===== config.mk =====
export PLATFORM = sky130hd
export DESIGN_NAME = adc_timing_top
export DESIGN_NICKNAME = d
export VERILOG_FILES = /design/src/include/adc_timing_pkg.sv /design/src/include/conv_timing_if.sv /design/src/hdl/conv_prescaler.sv /design/src/hdl/conv_sequencer.sv /design/src/hdl/adc_timing_top.sv
export SDC_FILE = /design/constraint.sdc
export NUM_CORES = 1
export LEC_CHECK = 0
export BUFFER_PORTS_ARGS = -buffer_cell sky130_fd_sc_hd__buf_4
export CORE_MARGIN = 10
export CORE_UTILIZATION = 54
export DETAILED_ROUTE_END_ITERATION = 16
export PLACE_DENSITY = 0.83
export REMOVE_ABC_BUFFERS = 1
export SETUP_SLACK_MARGIN = 0.15
export SYNTH_ARGS = -nofsm -noshare
export SYNTH_HDL_FRONTEND = slang
export SYNTH_SLANG_ARGS = --single-unit

===== constraint.sdc =====
create_clock -name CLOCK_I -period 4.6 [get_ports CLOCK_I]
set_input_delay 0.46 -clock CLOCK_I [delete_from_list [all_inputs] [get_ports CLOCK_I]]
set_output_delay 0.46 -clock CLOCK_I [all_outputs]
set_load 0.02 [all_outputs]

===== src/include/adc_timing_pkg.sv =====
// constants shared by the converter timing generator files
package adc_timing_pkg;
    localparam int DIV_W = 9;                  // basic clock divisor width
    localparam int SMP_W = 7;                  // sample length width, basic clocks
    localparam int CNV_W = 6;                  // conversion length width, basic clocks
    localparam int DUR_W = 16;                 // measured duration width
    localparam int SYS_PERIOD_NS = 25;         // system clock period at 40 MHz
    localparam int TAIL_SYS_PERIODS = 6;       // closing phase in system periods
    // one system period is one clock cycle, so the count equals the period figure
    localparam logic [2:0] TAIL_CYCLES = 3'(TAIL_SYS_PERIODS);
    // register byte offsets
    localparam logic [7:0] OFF_CTRL = 8'h00;   // converter control word
    localparam logic [7:0] OFF_ALTDIV = 8'h04; // alternative clock divisor
    localparam logic [7:0] OFF_STATUS = 8'h08; // status
    localparam logic [7:0] OFF_DUR = 8'h0C;    // last conversion duration
    // control word fields
    localparam int CTRL_START = 0;             // write 1 starts a conversion
    localparam int CTRL_ALT = 1;               // alternative clock mechanism
    localparam int CTRL_PCAL = 2;              // post-calibration enable
    localparam int CTRL_RES8 = 3;              // 8-bit resolution
    localparam int CTRL_STS_LSB = 12;          // sample_time_select
    localparam int CTRL_CTS_LSB = 14;          // conv_clock_select
    localparam logic [15:0] CTRL_WMASK = 16'hF00E;
    localparam logic [15:0] CTRL_RST = 16'h0000;
    localparam logic [7:0] ALTDIV_RST = 8'h03;
    // status fields
    localparam int STAT_BUSY = 0;
    localparam int STAT_SMP = 1;
    localparam int STAT_DONE = 2;
    // basic clock divisors per conv_clock_select code
    localparam logic [DIV_W-1:0] DIV_CS00 = 9'h004;
    localparam logic [DIV_W-1:0] DIV_CS01 = 9'h002;
    localparam logic [DIV_W-1:0] DIV_CS10 = 9'h010;
    localparam logic [DIV_W-1:0] DIV_CS11 = 9'h008;
    // sample length for code 00, doubled per code step
    localparam logic [SMP_W-1:0] SAMPLE_BASE = 7'h08;
    // conversion lengths in basic clocks
    localparam logic [CNV_W-1:0] BASE_10P = 6'h34;
    localparam logic [CNV_W-1:0] BASE_10 = 6'h28;
    localparam logic [CNV_W-1:0] BASE_8P = 6'h2C;
    localparam logic [CNV_W-1:0] BASE_8 = 6'h20;
endpackage


===== src/include/conv_timing_if.sv =====
// signals between the control top, the prescaler and the sequencer
`timescale 1ns/1ps
interface conv_timing_if import adc_timing_pkg::*; ();
    logic restart;                    // prescaler restart at conversion start
    logic bc_tick;                    // one basic clock period elapsed
    logic start;                      // start request pulse
    logic sampling;                   // sampling phase active
    logic converting;                 // conversion phase active
    logic busy;                       // conversion in progress
    logic done;                       // conversion finished pulse
    logic [DIV_W-1:0] divisor;        // system cycles per basic clock
    logic [SMP_W-1:0] sample_len;     // sample phase in basic clocks
    logic [CNV_W-1:0] conv_len;       // conversion phase in basic clocks
    modport presc (input restart, divisor, output bc_tick);
    modport seq (input bc_tick, start, sample_len, conv_len, divisor,
                 output restart, sampling, converting, busy, done);
    modport ctl (output start, divisor, sample_len, conv_len,
                 input bc_tick, restart, sampling, converting, busy, done);
endinterface


===== src/hdl/conv_prescaler.sv =====
// basic converter clock prescaler producing one-cycle enable pulses
`timescale 1ns/1ps
module conv_prescaler import adc_timing_pkg::*; (
    input wire logic clk_i,      // system clock
    input wire logic rst_i,      // synchronous reset
    conv_timing_if.presc tim     // divisor in, tick out
);
    logic [DIV_W-1:0] cnt_q;     // cycles since last tick
    logic [DIV_W-1:0] cnt_d;
    logic [DIV_W-1:0] gap_q;     // checker copy of the spacing
    logic [DIV_W-1:0] div_q;     // checker: divisor one cycle ago
    logic div_chg_q;             // checker: divisor moved since the last tick
    // >= rather than == so a shrunken divisor cannot strand the count
    wire logic at_end = (cnt_q >= tim.divisor - 1'b1);

    assign tim.bc_tick = at_end && !tim.restart;
    assign cnt_d = (tim.restart || at_end) ? '0 : cnt_q + 1'b1;

    ////////////////////////////////////////////////////////////////
    // counter
    always_ff @(posedge clk_i) begin
        if (rst_i) begin
            cnt_q <= '0;
        end else begin
            cnt_q <= cnt_d;
        end
    end

    always_ff @(posedge clk_i) begin
        gap_q <= (rst_i || tim.restart || tim.bc_tick) ? '0 : gap_q + 1'b1;
    end

    // a divisor rewritten while idle may cut one spacing short; skip that one
    always_ff @(posedge clk_i) begin
        div_q <= tim.divisor;
        div_chg_q <= (rst_i || tim.restart || tim.bc_tick) ? 1'b0 : (div_chg_q || (tim.divisor != div_q));
    end
endmodule


===== src/hdl/conv_sequencer.sv =====
// phase sequencer: sample, convert, closing system cycles
`timescale 1ns/1ps
module conv_sequencer import adc_timing_pkg::*; (
    input wire logic clk_i,      // system clock
    input wire logic rst_i,      // synchronous reset
    conv_timing_if.seq tim       // phase control
);
    typedef enum logic [1:0] {IDLE, SAMPLE, CONV, TAIL} seq_state_e;
    seq_state_e state_q;         // current phase
    seq_state_e state_d;
    logic [SMP_W-1:0] cnt_q;     // ticks or cycles within phase
    logic [SMP_W-1:0] cnt_d;
    logic done_q;                // finished pulse
    logic [SMP_W-1:0] smp_tk_q;  // checker: ticks seen while sampling

    wire logic last_smp = (cnt_q == tim.sample_len - 1'b1);
    wire logic last_cnv = (cnt_q == SMP_W'(tim.conv_len) - 1'b1);
    wire logic last_tail = (cnt_q == SMP_W'(TAIL_CYCLES) - 1'b1);

    assign tim.restart = tim.start && (state_q == IDLE);
    assign tim.sampling = (state_q == SAMPLE);
    assign tim.converting = (state_q == CONV);
    assign tim.busy = (state_q != IDLE);
    assign tim.done = done_q;

    ////////////////////////////////////////////////////////////////
    // next phase; phases count basic ticks, closing counts cycles
    always_comb begin
        state_d = state_q;
        cnt_d = cnt_q;
        unique case (state_q)
            IDLE: begin
                if (tim.start) begin // start while busy is ignored
                    state_d = SAMPLE;
                    cnt_d = '0;
                end
            end
            SAMPLE: begin
                if (tim.bc_tick) begin
                    state_d = last_smp ? CONV : SAMPLE;
                    cnt_d = last_smp ? '0 : cnt_q + 1'b1;
                end
            end
            CONV: begin
                if (tim.bc_tick) begin
                    state_d = last_cnv ? TAIL : CONV;
                    cnt_d = last_cnv ? '0 : cnt_q + 1'b1;
                end
            end
            TAIL: begin
                state_d = last_tail ? IDLE : TAIL;
                cnt_d = last_tail ? '0 : cnt_q + 1'b1;
            end
        endcase
    end

    ////////////////////////////////////////////////////////////////
    // state registers
    always_ff @(posedge clk_i) begin
        if (rst_i) begin
            state_q <= IDLE;
            cnt_q <= '0;
            done_q <= 1'b0;
        end else begin
            state_q <= state_d;
            cnt_q <= cnt_d;
            done_q <= (state_q == TAIL) && last_tail;
        end
    end

    always_ff @(posedge clk_i) begin
        if (rst_i || tim.restart) begin
            smp_tk_q <= '0;
        end else if (tim.sampling && tim.bc_tick) begin
            smp_tk_q <= smp_tk_q + 1'b1;
        end
    end
endmodule


===== src/hdl/adc_timing_top.sv =====
// converter timing generator top with AHB-Lite register slave
//
// Contract
// - software programs sample and conversion timing
// - clock select picks divide 4, 2, 16, 8
// - sample select gives 8/16/32/64 basic clocks
// - 10-bit calibrated: 52 clocks, sample, six cycles
// - 10-bit uncalibrated: 40 clocks, sample, six cycles
// - 8-bit calibrated: 44 clocks, sample, six cycles
// - 8-bit uncalibrated: 32 clocks, sample, six cycles
// - table encodings only in compatibility; alternative mechanism
//
// Decided for this implementation: the register offsets and the AHB-Lite interface to the registers.
`timescale 1ns/1ps
module adc_timing_top import adc_timing_pkg::*; (
    input wire logic CLOCK_I,          // system clock
    input wire logic RST_I,            // synchronous reset, high
    input wire logic HSEL_I,           // slave select
    input wire logic [31:0] HADDR_I,   // address
    input wire logic [1:0] HTRANS_I,   // transfer type
    input wire logic HWRITE_I,         // write when high
    input wire logic [2:0] HSIZE_I,    // size, words only
    input wire logic [31:0] HWDATA_I,  // write data
    input wire logic HREADY_I,         // bus ready
    output logic [31:0] HRDATA_O,      // read data
    output logic HREADYOUT_O,          // slave ready
    output logic HRESP_O,              // always OKAY
    output logic BC_TICK_O,            // basic clock enable, delayed
    output logic SAMPLE_O,             // sampling phase
    output logic CONVERT_O,            // conversion phase
    output logic BUSY_O,               // conversion in progress
    output logic DONE_O                // conversion finished pulse
);
    conv_timing_if tim ();             // internal timing signals

    ////////////////////////////////////////////////////////////////
    // submodules
    conv_prescaler u_presc (
        .clk_i (CLOCK_I),
        .rst_i (RST_I),
        .tim   (tim.presc)
    );

    conv_sequencer u_seq (
        .clk_i (CLOCK_I),
        .rst_i (RST_I),
        .tim   (tim.seq)
    );

    ////////////////////////////////////////////////////////////////
    // bus slave state
    logic dp_q;                        // data phase pending
    logic dp_wr_q;                     // pending phase is a write
    logic [7:0] dp_addr_q;             // latched low address
    logic hready_q;                    // ready to the bus
    logic hresp_q;                     // response, never ERROR
    logic [31:0] hrdata_q;             // read data
    // an address phase is taken only while the bus is ready
    wire logic take = HSEL_I && HREADY_I && HTRANS_I[1];
    // the wait state lets read data come from a flop
    always_ff @(posedge CLOCK_I) begin
        if (RST_I) begin
            dp_q <= 1'b0;
            dp_wr_q <= 1'b0;
            dp_addr_q <= 8'h00;
            hready_q <= 1'b1;
            hresp_q <= 1'b0;
        end else begin
            dp_q <= take;
            dp_wr_q <= take && HWRITE_I;
            dp_addr_q <= take ? HADDR_I[7:0] : dp_addr_q;
            hready_q <= !take;
            hresp_q <= 1'b0;
        end
    end

    ////////////////////////////////////////////////////////////////
    // address decode
    wire logic sel_ctrl = (dp_addr_q == OFF_CTRL);
    wire logic sel_alt = (dp_addr_q == OFF_ALTDIV);
    wire logic sel_stat = (dp_addr_q == OFF_STATUS);
    wire logic sel_dur = (dp_addr_q == OFF_DUR);
    wire logic wr = dp_q && dp_wr_q;
    wire logic rd = dp_q && !dp_wr_q;
    // settings are frozen while busy so the timing stays coherent
    wire logic wr_ctrl = wr && sel_ctrl && !tim.busy;
    wire logic wr_alt = wr && sel_alt && !tim.busy;
    wire logic clr_done = wr && sel_stat && HWDATA_I[STAT_DONE];
    wire logic start_d = wr_ctrl && HWDATA_I[CTRL_START];

    ////////////////////////////////////////////////////////////////
    // software registers
    logic [15:0] ctrl_q;               // converter_control_word
    logic [7:0] altdiv_q;              // alternative divisor minus one
    logic start_q;                     // start pulse to the sequencer
    always_ff @(posedge CLOCK_I) begin
        if (RST_I) begin
            ctrl_q <= CTRL_RST;
            altdiv_q <= ALTDIV_RST;
            start_q <= 1'b0;
        end else begin
            ctrl_q <= wr_ctrl ? (HWDATA_I[15:0] & CTRL_WMASK) : ctrl_q;
            altdiv_q <= wr_alt ? HWDATA_I[7:0] : altdiv_q;
            start_q <= start_d;
        end
    end

    ////////////////////////////////////////////////////////////////
    // timing selection
    wire logic [1:0] conv_clock_select = ctrl_q[CTRL_CTS_LSB +: 2];
    wire logic [1:0] sample_time_select = ctrl_q[CTRL_STS_LSB +: 2];
    wire logic alt_mode = ctrl_q[CTRL_ALT];
    wire logic pcal = ctrl_q[CTRL_PCAL];
    wire logic res8 = ctrl_q[CTRL_RES8];
    // compatibility table; note the non-monotonic code order
    wire logic [DIV_W-1:0] div_compat =
        (conv_clock_select == 2'b00) ? DIV_CS00 :
        (conv_clock_select == 2'b01) ? DIV_CS01 :
        (conv_clock_select == 2'b10) ? DIV_CS10 : DIV_CS11;
    // alternative mechanism: any divisor 1..256
    wire logic [DIV_W-1:0] div_alt = {1'b0, altdiv_q} + 9'h001;
    // the hardware does not police basic clock limits; software must
    assign tim.divisor = alt_mode ? div_alt : div_compat;
    assign tim.sample_len = SAMPLE_BASE << sample_time_select;
    assign tim.conv_len = res8 ? (pcal ? BASE_8P : BASE_8)
                               : (pcal ? BASE_10P : BASE_10);
    assign tim.start = start_q;

    ////////////////////////////////////////////////////////////////
    // duration measurement and done flag
    logic [DUR_W-1:0] dur_cnt_q;       // cycles of the running conversion
    logic [DUR_W-1:0] last_dur_q;      // length of the last conversion
    logic done_flag_q;                 // sticky done, write 1 to clear
    always_ff @(posedge CLOCK_I) begin
        if (RST_I) begin
            dur_cnt_q <= '0;
            last_dur_q <= '0;
            done_flag_q <= 1'b0;
        end else begin
            dur_cnt_q <= start_q ? '0 : (tim.busy ? dur_cnt_q + 1'b1 : dur_cnt_q);
            last_dur_q <= tim.done ? dur_cnt_q : last_dur_q;
            // a finish in the clearing cycle wins over the clear
            done_flag_q <= tim.done || (done_flag_q && !clr_done);
        end
    end

    ////////////////////////////////////////////////////////////////
    // read mux, unmapped offsets read zero
    wire logic [31:0] stat_word = {29'h00000000, done_flag_q, tim.sampling, tim.busy};
    wire logic [31:0] rd_data =
        sel_ctrl ? {16'h0000, ctrl_q} :
        sel_alt ? {24'h000000, altdiv_q} :
        sel_stat ? stat_word :
        sel_dur ? {16'h0000, last_dur_q} : 32'h00000000;

    always_ff @(posedge CLOCK_I) begin
        if (RST_I) begin
            hrdata_q <= 32'h00000000;
        end else if (rd) begin
            hrdata_q <= rd_data;
        end
    end

    ////////////////////////////////////////////////////////////////
    // registered status outputs
    logic tick_q;                      // delayed basic tick
    logic smp_q;                       // delayed sampling
    logic cnv_q;                       // delayed converting
    logic busy_q;                      // delayed busy
    logic done_q;                      // delayed done
    always_ff @(posedge CLOCK_I) begin
        if (RST_I) begin
            tick_q <= 1'b0;
            smp_q <= 1'b0;
            cnv_q <= 1'b0;
            busy_q <= 1'b0;
            done_q <= 1'b0;
        end else begin
            tick_q <= tim.bc_tick;
            smp_q <= tim.sampling;
            cnv_q <= tim.converting;
            busy_q <= tim.busy;
            done_q <= tim.done;
        end
    end

    assign HRDATA_O = hrdata_q;
    assign HREADYOUT_O = hready_q;
    assign HRESP_O = hresp_q;
    assign BC_TICK_O = tick_q;
    assign SAMPLE_O = smp_q;
    assign CONVERT_O = cnv_q;
    assign BUSY_O = busy_q;
    assign DONE_O = done_q;

    // expected cycle counts per mode from the current settings
    wire logic [31:0] smp32 = 32'(tim.sample_len);
    wire logic [31:0] div32 = 32'(tim.divisor);
    wire logic [31:0] tail32 = 32'(TAIL_CYCLES);
    wire logic [DUR_W-1:0] exp_any = DUR_W'((32'(tim.conv_len) + smp32) * div32 + tail32);
    wire logic [DUR_W-1:0] exp_10p = DUR_W'((32'(BASE_10P) + smp32) * div32 + tail32);
    wire logic [DUR_W-1:0] exp_10 = DUR_W'((32'(BASE_10) + smp32) * div32 + tail32);
    wire logic [DUR_W-1:0] exp_8p = DUR_W'((32'(BASE_8P) + smp32) * div32 + tail32);
    wire logic [DUR_W-1:0] exp_8 = DUR_W'((32'(BASE_8) + smp32) * div32 + tail32);
endmodule


==> flow_summary.json <==
{
  "cts_sinks": 100,
  "dieArea_um2": 13200,
  "post-dp-hpwl_um": 7740,
  "clock_tree.root_cell": "clkbuf_8",
  "worst_path_max_delay_cell": "dfxtp_1",
  "p_leak_nw": 2.07,
  "holdCritStartpoint": "HWRITE_I",
  "antenna_found_initial": 0,
  "io_pins": 113,
  "min_to": "dp_wr_q",
  "grt_overflow": 0,
  "synth_top_area_cell": "dfxtp_1",
  "final_max_slew_viol_count": 0,
  "ys_seq_area_share_pct": 41.3,
  "dr_wl_met2_um": 5080,
  "postRouteWirelength_um": 10700,
  "yosys_warnings": 0,
  "synth-main-ff-cell": "dfxtp_1",
  "via_per_inst": 5.71,
  "vias": 3919,
  "grt_max_degree": 62,
  "power_switching_w": 0.000410,
  "power_frac_seq_pct": 53.8,
  "cts_tree": "done",
  "crit_chain": "ha_1, xor2_1, a21oi_1, nand2_1, a211oi_1, mux2i_1, a41oi_1, ha_1, a21oi_1, o21ai_0, a211o_1, o22ai_1, o21a_1, o2bb2ai_1",
  "worstPathArrival_ps": 4320,
  "gp_congestion": 0.855,
  "syn_area_per_cell_um2": 8.87,
  "hold_buffers": 0,
  "cts_max_level": 3,
  "wl_per_cell_um": 15.6,
  "p_sw_share_pct": 24.5,
  "r2r-start": "altdiv_q[0]",
  "crit_fanout": 9,
  "top_layer_used": "met4",
  "syn_area_um2": 4840,
  "timing_worst_setup_path_type": "flip-flop to flip-flop",
  "path_delay_family": "compound AO/OA/AOI/OAI gates",
  "clk_pin_slew_ps": 100,
  "synthCells": 546,
  "p_total_w": 0.00167,
  "rows": 34,
  "die_w_um": 115,
  "ys_async_sr_fraction_pct": 0,
  "hold_path.class": "input pin to flip-flop",
  "hold_viol": 0,
  "dr_wl_met3_um": 740,
  "grt_pass1_vias": 3850,
  "cts_resized": 0,
  "worst_skew_pair.late_latency_ps": 360,
  "timing.final.setup_violations": 0,
  "setup_tns_ps": 0,
  "cp.required_ps": 4900,
  "place_ws_ps": 683,
  "synth.top_cell.area_share_pct": 41.3,
  "fin_worst_skew_ps": 11.9,
  "die_h_um": 115,
  "fin_crit_sh_pct": 87.6,
  "comb_power_share_pct": 8.1,
  "critPathBufInv": 0,
  "r2r_end": "u_seq.cnt_q[1]",
  "post_cts_buffers": 0,
  "areaGrowthSynthToFinish_pct": 10.5,
  "synth_edf_count": 0,
  "status": "finished clean",
  "slew-limit-headroom_pct": 29.5,
  "io_buffer_count": 47,
  "critical_path.max_stage_delay_ps": 520,
  "initial_core_util_pct": 55.6,
  "nets": 663,
  "fp.coreArea_um2": 8720,
  "track_usage_pct": 16.2,
  "cts_buffers": 9,
  "grt_pass1_wl_um": 17800,
  "worstRegToRegCells": 14,
  "clkPwrFrac_pct": 38.1,
  "ys_seq_elements": 100,
  "n_antenna_cell": 0,
  "rsz0062_at_grt": "false",
  "drc_errors": 0,
  "drive_above_1_share_pct": 12.6,
  "endpoint_kind": "flip-flop",
  "final_cell_count_no_fill": 686,
  "wl_met1_um": 4660,
  "yosysUniqueCellTypes": 57,
  "p_int_w": 0.00126,
  "p_per_area_nw_per_um2": 312,
  "worstMarginPinSlew_ps": 1060,
  "start_kind": "flip-flop",
  "fmax_ghz": 0.248,
  "clk_path_buf_depth": 2,
  "firstDrtPassIters": 5,
  "holdPathStages": 2,
  "ant_nets": 0,
  "synth.area.top_cells": "dfxtp_1 (41%), mux2i_1 (7.4%), nor2_1 (6.9%)",
  "drtIter0Drc": 197,
  "worst_slack_ps": 571,
  "ir_worst_vdd_uv": 165,
  "drv_cap": 0,
  "placedCellCount": 670,
  "layout_min_cycle_time_ps": 4030,
  "ff2ff_setup_slack_ps": 570
}
cell families (layout without fill, tap and decap cells):
family / Yosys count / count (layout) / synth area share, %
buffers and inverters: 55 / 71 / 6.17
multiplexers: 39 / 39 / 8.14
AO/OA/AOI/OAI: 92 / 92 / 13.2
adder cells (fa/ha/maj): 16 / 16 / 4.13
XOR/XNOR: 32 / 32 / 5.78
flip-flops: 100 / 100 / 41.3
other: 1 / 17 / 0.0774
AND/OR/NAND/NOR: 211 / 211 / 21.2
how the worst max path moves through the flow:
stage | startpoint | cells after the start | to
after floorplan | altdiv_q[0] | 14 | u_seq.cnt_q[5]
after global placement | altdiv_q[0] | 14 | u_seq.cnt_q[5]
after detailed placement | altdiv_q[1] | 14 | u_seq.cnt_q[1]
after CTS | altdiv_q[0] | 14 | u_seq.cnt_q[1]
after global routing | altdiv_q[0] | 14 | u_seq.cnt_q[1]
final | altdiv_q[0] | 14 | u_seq.cnt_q[1]
power groups by stage:
stage	combinational, W	clock, W	sequential, W
after floorplan	0.0000775	0	0.000918
after global placement	0.000126	0	0.000917
after detailed placement	0.000133	0	0.000918
after CTS	0.000135	0.000650	0.000898
after global routing	0.000150	0.000682	0.000901
final	0.000136	0.000637	0.000898
final cells by class:
class                   instances  area, um2
well taps                     108        135
clock inverters                 6       93.8
clock buffers                  10        138
multi-input cells             407       2600
flip-flops and latches        100       2000
fillers                       733       3370
inverters                       8       30.0
repair buffers                 47        353
registers in the layout, indices dropped and copies added (netlist names):
name	flops
done_flag_q	1
u_presc.cnt_q	9
u_seq.tim.done	1
BC_TICK_O	1
last_dur_q	16
HREADYOUT_O	1
u_seq.state_q	2
CONVERT_O	1
dp_addr_q	8
dp_wr_q	1
altdiv_q	8
u_seq.cnt_q	7
ctrl_q	7
DONE_O	1
start_q	1
dp_q	1
SAMPLE_O	1
dur_cnt_q	16
HRDATA_O	16
BUSY_O	1
cells in the mapped netlist, types with 2 or more instances:
library cell,number
a211o_1,2
a211oi_1,6
a21oi_1,23
a222oi_1,6
a22o_1,9
a22oi_1,7
a41oi_1,4
and2_1,3
and3_1,4
and3b_1,2
buf_2,7
buf_4,18
buf_6,2
clkbuf_1,18
dfxtp_1,100
ha_1,16
inv_1,8
mux2_2,3
mux2i_1,36
nand2_1,43
nand2b_1,7
nand3_1,20
nand4_1,7
nor2_1,89
nor2b_1,4
nor3_1,5
nor3b_1,4
nor4_4,2
nor4bb_1,2
o211ai_1,3
o21ai_0,17
o2bb2ai_1,5
o32ai_1,2
or2_1,2
or3_1,8
xnor2_1,10
xor2_1,22
layer usage:
metal	global-route usage [%]	vias to the layer above
met3	4.14	20
met2	27.3	118
met4	7.10	0
li1	-	1937
met1	19.2	1844
met5	0	-
layout by cell type (no fill, tap or decap), drive strengths merged, types with 5 or more instances in the layout:
cell type,instances
ha,16
a22o,10
or3,8
a21oi,23
nand4,7
buf,47
inv,11
nor2,89
xor2,22
clkbuf,10
o2bb2ai,5
nand3,21
nor3,5
a211oi,6
mux2i,36
conb,17
a222oi,6
dfxtp,100
o21ai,17
nand2b,7
xnor2,10
a22oi,7
nand2,43
per-stage QoR:
stage / hold WS [ps] / cell area [um2] / util (%)
3_5_place_dp: 464 / 5120 / 58.8
4_1_cts: 281 / 5360 / 61.4
5_1_grt: 297 / 5360 / 61.4
3_3_place_gp: 457 / 5120 / 58.8
2_1_floorplan: 441 / 4640 / -
6_report: 293 / 5360 / 61.4
No activity file was read; power rests on OpenSTA's default activity.
